[src/verilog/vout_regs_map.svh]
// command codes, field positions, reset values of the vout margin/ovp command registers
// assumes: included by the design modules by bare name
`ifndef VOUT_REGS_MAP_SVH
`define VOUT_REGS_MAP_SVH

`define CODE_OUTPUT_CEILING 8'h24
`define CODE_MARGIN_HIGH 8'h25
`define CODE_MARGIN_LOW 8'h26
`define CODE_CAL_OFFSET 8'h39
`define CODE_OV_RESPONSE 8'h41

`define VID_MSB 7
`define VID_LSB 0
`define CAL_EXP_MSB 15
`define CAL_EXP_LSB 11
`define CAL_MANT_MSB 10
`define CAL_MANT_LSB 0

`define RST_OUTPUT_CEILING 8'hff
`define RST_MARGIN_HIGH 8'h00
`define RST_MARGIN_LOW 8'h00
`define RST_CAL_OFFSET 16'h0000
`define RST_OV_RESPONSE 8'h80

`define SYNC_STAGES 2

`endif

[src/verilog/vout_regs_pkg.sv]
// types shared by the vout margin/ovp command register modules
// assumes: constants live in vout_regs_map.svh
package vout_regs_pkg;
  typedef logic [7:0] vid_code_t;
  typedef logic [7:0] cmd_code_t;
  typedef logic [15:0] cmd_word_t;

  // operation command selection, one-hot
  typedef enum logic [2:0]
  {
    op_nominal = 3'b001,
    op_margin_low = 3'b010,
    op_margin_high = 3'b100
  } op_sel_e;

  // overvoltage latch state, one-hot
  typedef enum logic [1:0]
  {
    ov_run = 2'b01,
    ov_latched = 2'b10
  } ov_state_e;
endpackage

[src/verilog/vout_margin_ovp_cmd_regs.sv]
// command register bank: ceiling, margin set-points, current offset, ov response
// assumes: a bus decoder upstream turns host transactions into one-cycle command
// strobes on this clock; analog and telemetry blocks consume the outputs.
`timescale 1ns/10ps
`include "vout_regs_map.svh"
module vout_margin_ovp_cmd_regs
(
  input wire logic clk,
  input wire logic reset,
  input wire logic cmd_valid,
  input wire logic cmd_write,
  input wire vout_regs_pkg::cmd_code_t cmd_code,
  input wire vout_regs_pkg::cmd_word_t cmd_wdata,
  output vout_regs_pkg::cmd_word_t rsp_rdata,
  output logic rsp_valid,
  output logic rsp_error,
  input wire vout_regs_pkg::op_sel_e op_sel,
  input wire vout_regs_pkg::vid_code_t nominal_code,
  input wire logic converter_on_req,
  input wire logic clear_faults,
  input wire logic ov_detect_pin,
  input wire logic ramp_select_strap,
  input wire logic vendor_cfg_valid,
  input wire logic vendor_cfg_protocol_select,
  input wire logic [10:0] iout_raw_mantissa,
  output vout_regs_pkg::vid_code_t voltage_id_code,
  output logic vid_protocol,
  output logic converter_enable,
  output logic [4:0] cal_offset_exponent,
  output logic [10:0] cal_offset_mantissa,
  output logic [10:0] iout_corrected_mantissa,
  output logic stat_byte_ov,
  output logic stat_byte_other,
  output logic stat_word_vout,
  output logic stat_vout_ov,
  output logic stat_output_ceiling_warn,
  output logic host_alert_line_out,
  output logic host_alert_line_oe
);
  import vout_regs_pkg::*;

  vid_code_t ceiling_ff;
  vid_code_t nxt_ceiling;
  vid_code_t margin_high_ff;
  vid_code_t nxt_margin_high;
  vid_code_t margin_low_ff;
  vid_code_t nxt_margin_low;
  cmd_word_t cal_offset_ff;
  cmd_word_t nxt_cal_offset;
  cmd_word_t rdata_ff;
  cmd_word_t nxt_rdata;
  logic rvalid_ff;
  logic nxt_rvalid;
  logic rerr_ff;
  logic nxt_rerr;
  logic [`SYNC_STAGES-1:0] strap_sync_ff;
  logic proto_ff;
  logic nxt_proto;
  logic [10:0] iout_ff;
  logic [10:0] nxt_iout;
  logic latched_off;
  logic ceiling_hit;
  logic alert_active;
  logic wr;
  logic rd;
  logic [11:0] sum_ext;
  vid_code_t target_code;

  assign wr = cmd_valid && cmd_write;
  assign rd = cmd_valid && !cmd_write;

  // register writes; only the low byte of code registers is stored
  always_comb
  begin
    nxt_ceiling = ceiling_ff;
    nxt_margin_high = margin_high_ff;
    nxt_margin_low = margin_low_ff;
    nxt_cal_offset = cal_offset_ff;
    if (wr)
    begin
      case (cmd_code)
        `CODE_OUTPUT_CEILING: nxt_ceiling = cmd_wdata[`VID_MSB:`VID_LSB];
        `CODE_MARGIN_HIGH: nxt_margin_high = cmd_wdata[`VID_MSB:`VID_LSB];
        `CODE_MARGIN_LOW: nxt_margin_low = cmd_wdata[`VID_MSB:`VID_LSB];
        `CODE_CAL_OFFSET: nxt_cal_offset = cmd_wdata;
        default: nxt_cal_offset = cal_offset_ff;
      endcase
    end
  end

  always_ff @(posedge clk or posedge reset)
  begin
    if (reset)
    begin
      ceiling_ff <= `RST_OUTPUT_CEILING;
      margin_high_ff <= `RST_MARGIN_HIGH;
      margin_low_ff <= `RST_MARGIN_LOW;
      cal_offset_ff <= `RST_CAL_OFFSET;
    end
    else
    begin
      ceiling_ff <= nxt_ceiling;
      margin_high_ff <= nxt_margin_high;
      margin_low_ff <= nxt_margin_low;
      cal_offset_ff <= nxt_cal_offset;
    end
  end

  // read data and answer, one cycle after the strobe
  always_comb
  begin
    nxt_rdata = rdata_ff;
    nxt_rvalid = cmd_valid;
    nxt_rerr = 1'b0;
    case (cmd_code)
      `CODE_OUTPUT_CEILING:
        if (rd)
          nxt_rdata = {8'h00, ceiling_ff};
      `CODE_MARGIN_HIGH:
        if (rd)
          nxt_rdata = {8'h00, margin_high_ff};
      `CODE_MARGIN_LOW:
        if (rd)
          nxt_rdata = {8'h00, margin_low_ff};
      `CODE_CAL_OFFSET:
        if (rd)
          nxt_rdata = cal_offset_ff;
      `CODE_OV_RESPONSE:
      begin
        // fixed response; a write is refused and changes nothing
        if (rd)
          nxt_rdata = {8'h00, `RST_OV_RESPONSE};
        nxt_rerr = wr;
      end
      default:
      begin
        if (rd)
          nxt_rdata = 16'h0000;
        nxt_rerr = cmd_valid;
      end
    endcase
  end

  always_ff @(posedge clk or posedge reset)
  begin
    if (reset)
    begin
      rdata_ff <= 16'h0000;
      rvalid_ff <= 1'b0;
      rerr_ff <= 1'b0;
    end
    else
    begin
      rdata_ff <= nxt_rdata;
      rvalid_ff <= nxt_rvalid;
      rerr_ff <= nxt_rerr;
    end
  end

  // strap is a pin: two flops before use; vendor setting overrides it
  always_ff @(posedge clk or posedge reset)
  begin
    if (reset)
      strap_sync_ff <= '0;
    else
      strap_sync_ff <= {strap_sync_ff[0], ramp_select_strap};
  end

  // offset applied to the reading; mantissas share the offset exponent.
  // saturates instead of wrapping so a big offset cannot flip the sign
  always_comb
  begin
    nxt_proto = vendor_cfg_valid ? vendor_cfg_protocol_select : strap_sync_ff[1];
    sum_ext = {iout_raw_mantissa[10], iout_raw_mantissa}
      + {cal_offset_ff[`CAL_MANT_MSB], cal_offset_ff[`CAL_MANT_MSB:`CAL_MANT_LSB]};
    if (sum_ext[11] != sum_ext[10])
      nxt_iout = sum_ext[11] ? 11'h400 : 11'h3ff;
    else
      nxt_iout = sum_ext[10:0];
  end

  always_ff @(posedge clk or posedge reset)
  begin
    if (reset)
    begin
      proto_ff <= 1'b0;
      iout_ff <= 11'h000;
    end
    else
    begin
      proto_ff <= nxt_proto;
      iout_ff <= nxt_iout;
    end
  end

  vout_target_select u_target
  (
    .clk(clk),
    .reset(reset),
    .op_sel(op_sel),
    .nominal_code(nominal_code),
    .margin_high_code(margin_high_ff),
    .margin_low_code(margin_low_ff),
    .ceiling_code(ceiling_ff),
    .target_code(target_code),
    .ceiling_hit(ceiling_hit)
  );

  ov_fault_latch u_ov
  (
    .clk(clk),
    .reset(reset),
    .ov_detect_pin(ov_detect_pin),
    .ceiling_hit(ceiling_hit),
    .clear_faults(clear_faults),
    .latched_off(latched_off),
    .stat_byte_ov(stat_byte_ov),
    .stat_byte_other(stat_byte_other),
    .stat_word_vout(stat_word_vout),
    .stat_vout_ov(stat_vout_ov),
    .stat_output_ceiling_warn(stat_output_ceiling_warn),
    .alert_active(alert_active)
  );

  assign rsp_rdata = rdata_ff;
  assign rsp_valid = rvalid_ff;
  assign rsp_error = rerr_ff;
  assign voltage_id_code = target_code;
  assign vid_protocol = proto_ff;
  assign converter_enable = converter_on_req && !latched_off;
  assign cal_offset_exponent = cal_offset_ff[`CAL_EXP_MSB:`CAL_EXP_LSB];
  assign cal_offset_mantissa = cal_offset_ff[`CAL_MANT_MSB:`CAL_MANT_LSB];
  assign iout_corrected_mantissa = iout_ff;
  // open-drain, active low: pull low while alerting
  assign host_alert_line_out = 1'b0;
  assign host_alert_line_oe = alert_active;

  a_ceiling_read: assert property (@(posedge clk) disable iff (reset)
    rd && cmd_code == `CODE_OUTPUT_CEILING |=> rsp_rdata == {8'h00, ceiling_ff})
    else $error("ceiling read data wrong");

  a_reserved_ignored: assert property (@(posedge clk) disable iff (reset)
    wr && cmd_code == `CODE_MARGIN_HIGH |=> margin_high_ff == $past(cmd_wdata[7:0]))
    else $error("margin high write not stored as low byte");

  a_reserved_zero: assert property (@(posedge clk) disable iff (reset)
    rd && (cmd_code == `CODE_MARGIN_HIGH || cmd_code == `CODE_MARGIN_LOW)
    |=> rsp_rdata[15:8] == 8'h00)
    else $error("reserved byte not zero");

  a_margin_low_used: assert property (@(posedge clk) disable iff (reset)
    op_sel == op_margin_low && margin_low_ff <= ceiling_ff && $stable(margin_low_ff)
    && $stable(ceiling_ff) |=> voltage_id_code == $past(margin_low_ff))
    else $error("low margin code not driven");

  a_margin_high_used: assert property (@(posedge clk) disable iff (reset)
    op_sel == op_margin_high && margin_high_ff <= ceiling_ff && $stable(margin_high_ff)
    && $stable(ceiling_ff) |=> voltage_id_code == $past(margin_high_ff))
    else $error("high margin code not driven");

  a_cal_roundtrip: assert property (@(posedge clk) disable iff (reset)
    wr && cmd_code == `CODE_CAL_OFFSET ##1 rd && cmd_code == `CODE_CAL_OFFSET
    |=> rsp_rdata == $past(cmd_wdata, 2))
    else $error("offset write not read back");

  a_ovresp_fixed: assert property (@(posedge clk) disable iff (reset)
    cmd_valid && cmd_code == `CODE_OV_RESPONSE |=> rsp_valid
    && (rsp_error ? 1'b1 : rsp_rdata == 16'h0080))
    else $error("ov response not fixed");

  a_ov_latch_off: assert property (@(posedge clk) disable iff (reset)
    $rose(ov_detect_pin) && !clear_faults ##1 !clear_faults ##1 !clear_faults
    |=> !converter_enable)
    else $error("ov did not latch converter off");

  a_latch_holds: assert property (@(posedge clk) disable iff (reset)
    latched_off && !clear_faults |=> latched_off)
    else $error("ov latch released without clear");

  a_ov_status: assert property (@(posedge clk) disable iff (reset)
    latched_off && !$past(latched_off) |-> stat_byte_ov && stat_word_vout
    && stat_vout_ov && host_alert_line_oe)
    else $error("ov status bits missing");

  a_clamp_warn: assert property (@(posedge clk) disable iff (reset)
    ceiling_hit |-> voltage_id_code == $past(ceiling_ff) ##1 stat_output_ceiling_warn
    && stat_byte_other && host_alert_line_oe)
    else $error("over-ceiling not clamped and flagged");

  a_proto_select: assert property (@(posedge clk) disable iff (reset)
    vendor_cfg_valid |=> vid_protocol == $past(vendor_cfg_protocol_select))
    else $error("vendor protocol not selected");
endmodule

[src/verilog/vout_target_select.sv]
// picks the output code from nominal/margin set-points and clamps it to the ceiling
// assumes: same clock and reset as the register bank; inputs are synchronous
`timescale 1ns/10ps
`include "vout_regs_map.svh"
module vout_target_select
(
  input wire logic clk,
  input wire logic reset,
  input wire vout_regs_pkg::op_sel_e op_sel,
  input wire vout_regs_pkg::vid_code_t nominal_code,
  input wire vout_regs_pkg::vid_code_t margin_high_code,
  input wire vout_regs_pkg::vid_code_t margin_low_code,
  input wire vout_regs_pkg::vid_code_t ceiling_code,
  output vout_regs_pkg::vid_code_t target_code,
  output logic ceiling_hit
);
  import vout_regs_pkg::*;

  vid_code_t target_ff;
  vid_code_t nxt_target;
  logic hit_ff;
  logic nxt_hit;
  vid_code_t wanted;

  always_comb
  begin
    case (op_sel)
      op_margin_high: wanted = margin_high_code;
      op_margin_low: wanted = margin_low_code;
      op_nominal: wanted = nominal_code;
      default: wanted = nominal_code;
    endcase
    // over-ceiling is a warning only: clamp and flag
    nxt_hit = (wanted > ceiling_code);
    nxt_target = nxt_hit ? ceiling_code : wanted;
  end

  always_ff @(posedge clk or posedge reset)
  begin
    if (reset)
    begin
      target_ff <= `RST_MARGIN_LOW;
      hit_ff <= 1'b0;
    end
    else
    begin
      target_ff <= nxt_target;
      hit_ff <= nxt_hit;
    end
  end

  assign target_code = target_ff;
  assign ceiling_hit = hit_ff;
endmodule

[src/verilog/ov_fault_latch.sv]
// overvoltage latch-off and sticky status/alert bits
// assumes: ov_detect_pin is asynchronous; clear_faults is a same-clock pulse
`timescale 1ns/10ps
`include "vout_regs_map.svh"
module ov_fault_latch
(
  input wire logic clk,
  input wire logic reset,
  input wire logic ov_detect_pin,
  input wire logic ceiling_hit,
  input wire logic clear_faults,
  output logic latched_off,
  output logic stat_byte_ov,
  output logic stat_byte_other,
  output logic stat_word_vout,
  output logic stat_vout_ov,
  output logic stat_output_ceiling_warn,
  output logic alert_active
);
  import vout_regs_pkg::*;

  logic [`SYNC_STAGES-1:0] ov_sync_ff;
  ov_state_e state_ff;
  ov_state_e nxt_state;
  logic [4:0] stat_ff;
  logic [4:0] nxt_stat;
  logic ov_seen;

  // first stage read only by second stage
  always_ff @(posedge clk or posedge reset)
  begin
    if (reset)
      ov_sync_ff <= '0;
    else
      ov_sync_ff <= {ov_sync_ff[0], ov_detect_pin};
  end

  assign ov_seen = ov_sync_ff[1];

  always_comb
  begin
    nxt_state = state_ff;
    case (state_ff)
      ov_run:
        if (ov_seen)
          nxt_state = ov_latched;
      ov_latched:
        // leaves only on clear, and only once the fault is gone
        if (clear_faults && !ov_seen)
          nxt_state = ov_run;
      default: nxt_state = ov_run;
    endcase
    // bit order: output_ceiling_warn, vout_ov, word_vout, byte_other, byte_ov
    nxt_stat = clear_faults ? 5'h00 : stat_ff;
    // set wins over a clear in the same cycle
    if (ov_seen)
      nxt_stat = nxt_stat | 5'b0_1101;
    if (ceiling_hit)
      nxt_stat = nxt_stat | 5'b1_0010;
  end

  always_ff @(posedge clk or posedge reset)
  begin
    if (reset)
    begin
      state_ff <= ov_run;
      stat_ff <= 5'h00;
    end
    else
    begin
      state_ff <= nxt_state;
      stat_ff <= nxt_stat;
    end
  end

  assign latched_off = (state_ff == ov_latched);
  assign stat_byte_ov = stat_ff[0];
  assign stat_byte_other = stat_ff[1];
  assign stat_word_vout = stat_ff[2];
  assign stat_vout_ov = stat_ff[3];
  assign stat_output_ceiling_warn = stat_ff[4];
  assign alert_active = |stat_ff;
endmodule

[config.mk]
export PLATFORM = sky130hd
export DESIGN_NAME = vout_margin_ovp_cmd_regs
export DESIGN_NICKNAME = d
export VERILOG_FILES = /design/src/verilog/vout_regs_pkg.sv /design/src/verilog/vout_margin_ovp_cmd_regs.sv /design/src/verilog/vout_target_select.sv /design/src/verilog/ov_fault_latch.sv
export VERILOG_INCLUDE_DIRS = /design/src /design/src/verilog
export SDC_FILE = /design/constraint.sdc
export NUM_CORES = 1
export LEC_CHECK = 0
export BUFFER_PORTS_ARGS = -buffer_cell sky130_fd_sc_hd__buf_2
export CAP_MARGIN = 30
export CORE_ASPECT_RATIO = 1.4
export CORE_MARGIN = 4
export CORE_UTILIZATION = 43
export DETAILED_ROUTE_END_ITERATION = 10
export PLACE_DENSITY = 0.76
export SLEW_MARGIN = 20
export SYNTH_ARGS = -nofsm -noshare
export SYNTH_HDL_FRONTEND = slang
export SYNTH_SLANG_ARGS = --single-unit
[constraint.sdc]
create_clock -name clk -period 2.35 [get_ports clk]
set_input_delay 0.1175 -clock clk [delete_from_list [all_inputs] [get_ports clk]]
set_output_delay 0.1175 -clock clk [all_outputs]
set_load 0.02 [all_outputs]
; Word level (Yosys, flattened, before mapping)
; Index checks and enable logic that the tools add are counted.
[word_totals]
regBits = 90
inputBits = 56
wordCells = 62
[op_classes]
add_sub_neg = 1
n_lt_le_gt_ge = 1
eq_ne = 12
mux = 19
reduce_logical = 14
[op_table]
columns = op, n
row1 = 16-bit two-way mux, 6
row2 = 16-bit case mux with 5 select lines, 1
row3 = "8-bit by 6-bit equality test with 1-bit output, second input constant", 4
row4 = 11-bit two-way mux, 2
row5 = 8-bit case mux with 2 select lines, 1
row6 = 11-bit by 11-bit adder with 12-bit output, 1
row7 = 5-bit two-way mux, 2
row8 = 2-bit AND reduction, 5
row9 = "8-bit by 7-bit equality test with 1-bit output, second input constant", 1
row10 = 8-bit greater-than comparator, 1
row11 = 8-bit two-way mux, 1
row12 = 5-bit OR reduction, 1
row13 = 1-bit logical AND, 4
row14 = 2-bit two-way mux, 2
row15 = 4-bit two-way mux, 1
row16 = "2-bit by 1-bit inequality test with 1-bit output, second input constant", 2
row17 = 2-bit case mux with 2 select lines, 1
row18 = 4-bit OR reduction, 1
row19 = "3-bit by 2-bit equality test with 1-bit output, second input constant", 1
row20 = "3-bit equality test, second input constant", 1
row21 = 1-bit zero test, 3
row22 = "2-bit by 1-bit equality test with 1-bit output, second input constant", 1
row23 = "2-bit equality test, second input constant", 1
row24 = 1-bit case mux with 2 select lines, 1
row25 = 2 further kinds, 2

; Depth between registers and ports, before layout
[depth]
depth_word = 4
ltp_mapped = 12

; By module
; From an unflattened synthesis, not the netlist that was laid out.
[unflattened]
cells_unflattened = 427
hier_area_um2 = 4585.6
[modules_own_cells]
columns = mod, n_inst, cells_each, area_each_um2, seq_area_each_um2
row1 = vout_margin_ovp_cmd_regs, 1, 290, 3485.8, 1811.7
row2 = vout_target_select, 1, 119, 865.8, 225.2
row3 = ov_fault_latch, 1, 18, 234.0, 151.4

; Least setup slack after synthesis
; Ideal clock, no wire load.
[synth_path]
kind = reg-to-reg
startpoint = reg cal_offset_ff[0]
endpoint = reg iout_ff[3] (netlist: iout_corrected_mantissa[3])
setup_time_ns = 0.151
arrival_ns = 2.199
required_ns = 2.199
path_slack_ns = 0.000
stages_incl_launch_ff = 10
n_path_buf = 0
period_less_slack_ns = 2.350
path_cell_list = dfrtp_1 > ha_1 > inv_1 > fa_1 > nor2b_1 > o21ai_1 > o21ai_1 > a21oi_1 > mux2i_1 > o31ai_1
[synth_between]
elab_chain_len = 3
[synth_lines]
columns = item, line_no
row1 = "start, declared", vout_margin_ovp_cmd_regs.sv:48  ; cmd_word_t cal_offset_ff;
row2 = "start signal, assigned", vout_margin_ovp_cmd_regs.sv:98  ; cal_offset_ff <= `RST_CAL_OFFSET;
row3 = "start signal, assigned", vout_margin_ovp_cmd_regs.sv:105  ; cal_offset_ff <= nxt_cal_offset;
row4 = 11-bit by 11-bit adder with 12-bit output *, vout_margin_ovp_cmd_regs.sv:174  ; sum_ext = {iout_raw_mantissa[10], iout_raw_mantissa}
row5 = 11-bit two-way mux or 1-bit inequality test (tied branches), "vout_margin_ovp_cmd_regs.sv:177, vout_margin_ovp_cmd_regs.sv:176"
row6 = 11-bit two-way mux *, vout_margin_ovp_cmd_regs.sv:176  ; if (sum_ext[11] != sum_ext[10])
row7 = net nxt_iout[3], vout_margin_ovp_cmd_regs.sv:60  ; logic [10:0] nxt_iout;
row8 = "end signal, assigned", vout_margin_ovp_cmd_regs.sv:192  ; iout_ff <= nxt_iout;
row9 = "end, declared", vout_margin_ovp_cmd_regs.sv:59  ; logic [10:0] iout_ff;
; The timed path passes the listed nets; every way through them passes the cells marked *.
; A chain may end at the register's enable or synchronous reset.

; Worst setup path in the final report
[layout_path]
startpoint = reg margin_low_ff[0]
endpoint = reg u_target.target_ff[2] (netlist: u_target.target_code[2])
[layout_between]
elab_chain_len = 3
[layout_lines]
columns = item, line_no
row1 = "start, declared", vout_margin_ovp_cmd_regs.sv:46  ; vid_code_t margin_low_ff;
row2 = "start signal, assigned", vout_margin_ovp_cmd_regs.sv:97  ; margin_low_ff <= `RST_MARGIN_LOW;
row3 = "start signal, assigned", vout_margin_ovp_cmd_regs.sv:104  ; margin_low_ff <= nxt_margin_low;
row4 = 8-bit case mux with 2 select lines, vout_target_select.sv:27  ; case (op_sel)
row5 = 8-bit greater-than comparator, vout_target_select.sv:34  ; nxt_hit = (wanted > ceiling_code);
row6 = net u_target.nxt_hit, vout_target_select.sv:22  ; logic nxt_hit;
row7 = 8-bit two-way mux, vout_target_select.sv:35  ; nxt_target = nxt_hit ? ceiling_code : wanted;
row8 = net u_target.nxt_target[2], vout_target_select.sv:20  ; vid_code_t nxt_target;
row9 = "end signal, assigned", vout_target_select.sv:42  ; target_ff <= `RST_MARGIN_LOW;
row10 = "end signal, assigned", vout_target_select.sv:47  ; target_ff <= nxt_target;
row11 = "end, declared", vout_target_select.sv:19  ; vid_code_t target_ff;
; The timed path passes the listed nets, and every way through them passes these cells.

==> impl_metrics.ini <==
[clock_network]
cts_max_path_buffers = 2
cts_sinks = 87
htree_levels = 3
clkTransAtPathRegs_ns = 0.06
worstSkewPairLatency_ns = 0.33
cts_tree = yes
cts_buffers = 9
clock-root-buffer = clkbuf_16
cts_setup_buffers = 0

[worst_setup_path]
worstSetupEndpointType = flip-flop
r2r_slack_ns = 0.13
arrival_ns = 2.43
rr_endpoint = u_target.target_code[2]
crit_path_start_kind = flip-flop
worstRegToRegCells = 10
path_class = reg2reg
cp_common_cell = a21oi_1
crit_slowest_cell = dfrtp_1
r2r_start = margin_low_ff[0]
cp_max_fo = 9
critPathRequiredTime_ns = 2.56
path_cells = a22oi_1, nor2_1, a21oi_1, ha_1, nor2b_1, o21ai_1, a21oi_1, o21bai_1, a21oi_4, mux2_1
slowest_delay_ns = 0.40

[yosys]
ys_ff_latch = 87
ys.warnings.count = 0
seq_area_frac_synth = 0.509
syn_area_per_cell_um2 = 11.3
synthesis.nets = 458
synthMostInstantiatedCell = dfrtp_1
synth_top_area_frac = 0.454
synthFlopType = dfrtp_1
synth_commonest_cells = dfrtp_1 (78), mux2_1 (46), nand2_1 (43), o21ai_1 (28), ha_1 (19)
synth_edf_count = 0
ys_async_sr_fraction = 1.00
synthTopCellsByArea = dfrtp_1 (45%), mux2_1 (12%), ha_1 (5.5%), dfstp_2 (5.5%), nand2_1 (3.8%)
synthCells = 382
yosysTopAreaCell = dfrtp_1
syn_area_mm2 = 0.00430
synth_cell_types = 53

[hold_path]
min_from = cmd_wdata[9]
holdPathStages = 2
min_path_type = in2reg
worstHoldEndpoint = cal_offset_ff[9]

[routing]
wl_met2_um = 5980
top_layer = met4
antenna_left = 0
drt_iter0_markers = 155
viasPerCell = 5.33
routed_wl_um = 11100
drc = 0
wl_met1_um = 4090
firstDrtPassIters = 4
wl_met3_um = 666
detail_route.wl_per_cell_um = 16.9
num_vias = 3505

[layout]
area_growth_pct = 27.8
utilization = 0.572
finalNonFillerCells = 658
n_fill_cell = 860
drive_gt1_frac = 0.337
nets = 597
num_antenna_cells = 0
final_cell_area_mm2 = 0.00550

[run]
maxCapViolations = 0

[power]
p_leak_nw = 2.82
p_sw_mw = 0.866
swShare = 0.256
pwr-share-seq = 0.480
combPwrFrac = 0.141
intPower_mw = 2.52
p_per_area_mw_per_mm2 = 615
ir_worst_vdd_v = 0.000438
pwr-share-clk = 0.379

[grt]
antenna_found_initial = 0
grt_overflow_total = 0
grt_pass1_wl_um = 18100
grt_usage = 0.198
grt_max_degree = 88
grt_pass1_vias = 3638

[sta]
fin_tns_setup_ns = 0
report.final.slew_viol_count = 0
whs_ns = 0.00973
finalSetupViolCount = 0
fin_crit_sh = 0.944
finalHoldViolations = 0
max_freq_mhz = 451
fin_crit_ns = 2.22
skew_ns = 0.00608

[die]
die_w_um = 92.5
initial_core_util = 0.447
die_area_mm2 = 0.0117
rows = 42
core_area_mm2 = 0.00962
die_h_um = 126
ios = 118

[placement]
dpl.hpwl_um = 8470
port_buffers = 116
dpl.cell_count = 637
placed_area_mm2 = 0.00515
gp_congestion = 0.861

[run_status]
status = finished clean
[registers in the layout (all words and copies together), names as in the netlist]
signal                   flops
u_ov.ov_sync_ff              2
margin_high_ff               8
ceiling_ff                   8
rsp_valid                    1
u_target.ceiling_hit         1
cal_offset_ff               16
u_target.target_code         8
strap_sync_ff                2
u_ov.stat_ff                 2
margin_low_ff                8
iout_corrected_mantissa     11
vid_protocol                 1
u_ov.state_ff                2
rsp_error                    1
rsp_rdata                   16
[repair_timing]
item / in CTS / in global routing
setup endpoints to repair: 0 / 18
hold endpoints to repair: 82 / 0
gates resized for setup: 0 / 6
hold buffers: 5 / 0
[power groups by stage]
| stage | clock [mW] | combinational [mW] | sequential [mW] |
|---|---|---|---|
| final | 1.28 | 0.478 | 1.62 |
| after floorplan | 0 | 0.230 | 1.69 |
| after CTS | 1.31 | 0.478 | 1.62 |
| after global placement | 0 | 0.452 | 1.65 |
| after detailed placement | 0 | 0.467 | 1.65 |
| after global routing | 1.37 | 0.527 | 1.63 |
[per-layer routing]
layer	up-vias	GRT usage
met3	25	0.0350
met5	-	0
li1	1647	-
met1	1709	0.224
met2	124	0.358
met4	0	0.0910
[area by class of cell]
type,instances,area (um^2),area share
Multi-Input combinational cell,262,1980,0.360
Tap cell,132,165,0.0300
Sequential cell,87,2190,0.398
Timing Repair Buffer,144,828,0.151
Clock inverter,4,22.5,0.00410
Inverter,17,67.6,0.0123
Clock buffer,12,246,0.0448
[worst max-delay path: cells and delay by family, from the launching register on]
family | cells | cell delay, ns
flip-flops | 1 | 0.40
AND/OR/NAND/NOR | 2 | 0.12
adder cells (fa/ha/maj) | 1 | 0.22
multiplexers | 1 | 0.34
AO/OA/AOI/OAI | 6 | 1.01
[through the flow]
| stage | setup slack (ns) | power, mW |
|---|---|---|
| 2_1_floorplan | 0.000328 | 1.92 |
| 3_3_place_gp | -0.0966 | 2.10 |
| 3_5_place_dp | -0.175 | 2.12 |
| 4_1_cts | 0.0128 | 3.41 |
| 5_1_grt | -0.00399 | 3.53 |
| 6_report | 0.132 | 3.38 |
[kinds of logic after synthesis]
kind of cell | synth area share
AND/OR/NAND/NOR | 0.108
flip-flops | 0.509
AO/OA/AOI/OAI | 0.141
other | 0.000872
buffers and inverters | 0.0369
adder cells (fa/ha/maj) | 0.0599
XOR/XNOR | 0.0143
multiplexers | 0.130
[cell usage in the layout (no fill, tap or decap), types with 6 or more instances in the layout]
cell and count:
a21o_1 12, a21oi_1 17, a222oi_1 7, a22oi_1 8, buf_2 116, buf_4 21
clkbuf_16 9, dfrtp_1 78, dfstp_2 9, ha_1 18, inv_1 16, mux2_1 46
nand2_1 43, nor2_1 7, nor2b_1 9, o21ai_0 6, o21ai_1 27
[how the worst max path moves through the flow]
stage / from / to / slack [ns] / depth (start not counted)
after floorplan: cal_offset_ff[0] / iout_corrected_mantissa[3] / 0.0003 / 9
after global placement: op_sel[1] / u_target.target_code[6] / -0.1 / 12
after detailed placement: op_sel[2] / u_target.target_code[2] / -0.18 / 12
after CTS: margin_high_ff[1] / u_target.target_code[6] / 0.01 / 9
after global routing: margin_high_ff[1] / u_target.target_code[6] / -0.004 / 9
final: margin_low_ff[0] / u_target.target_code[2] / 0.13 / 10
No activity file was read; power rests on OpenSTA's default activity.
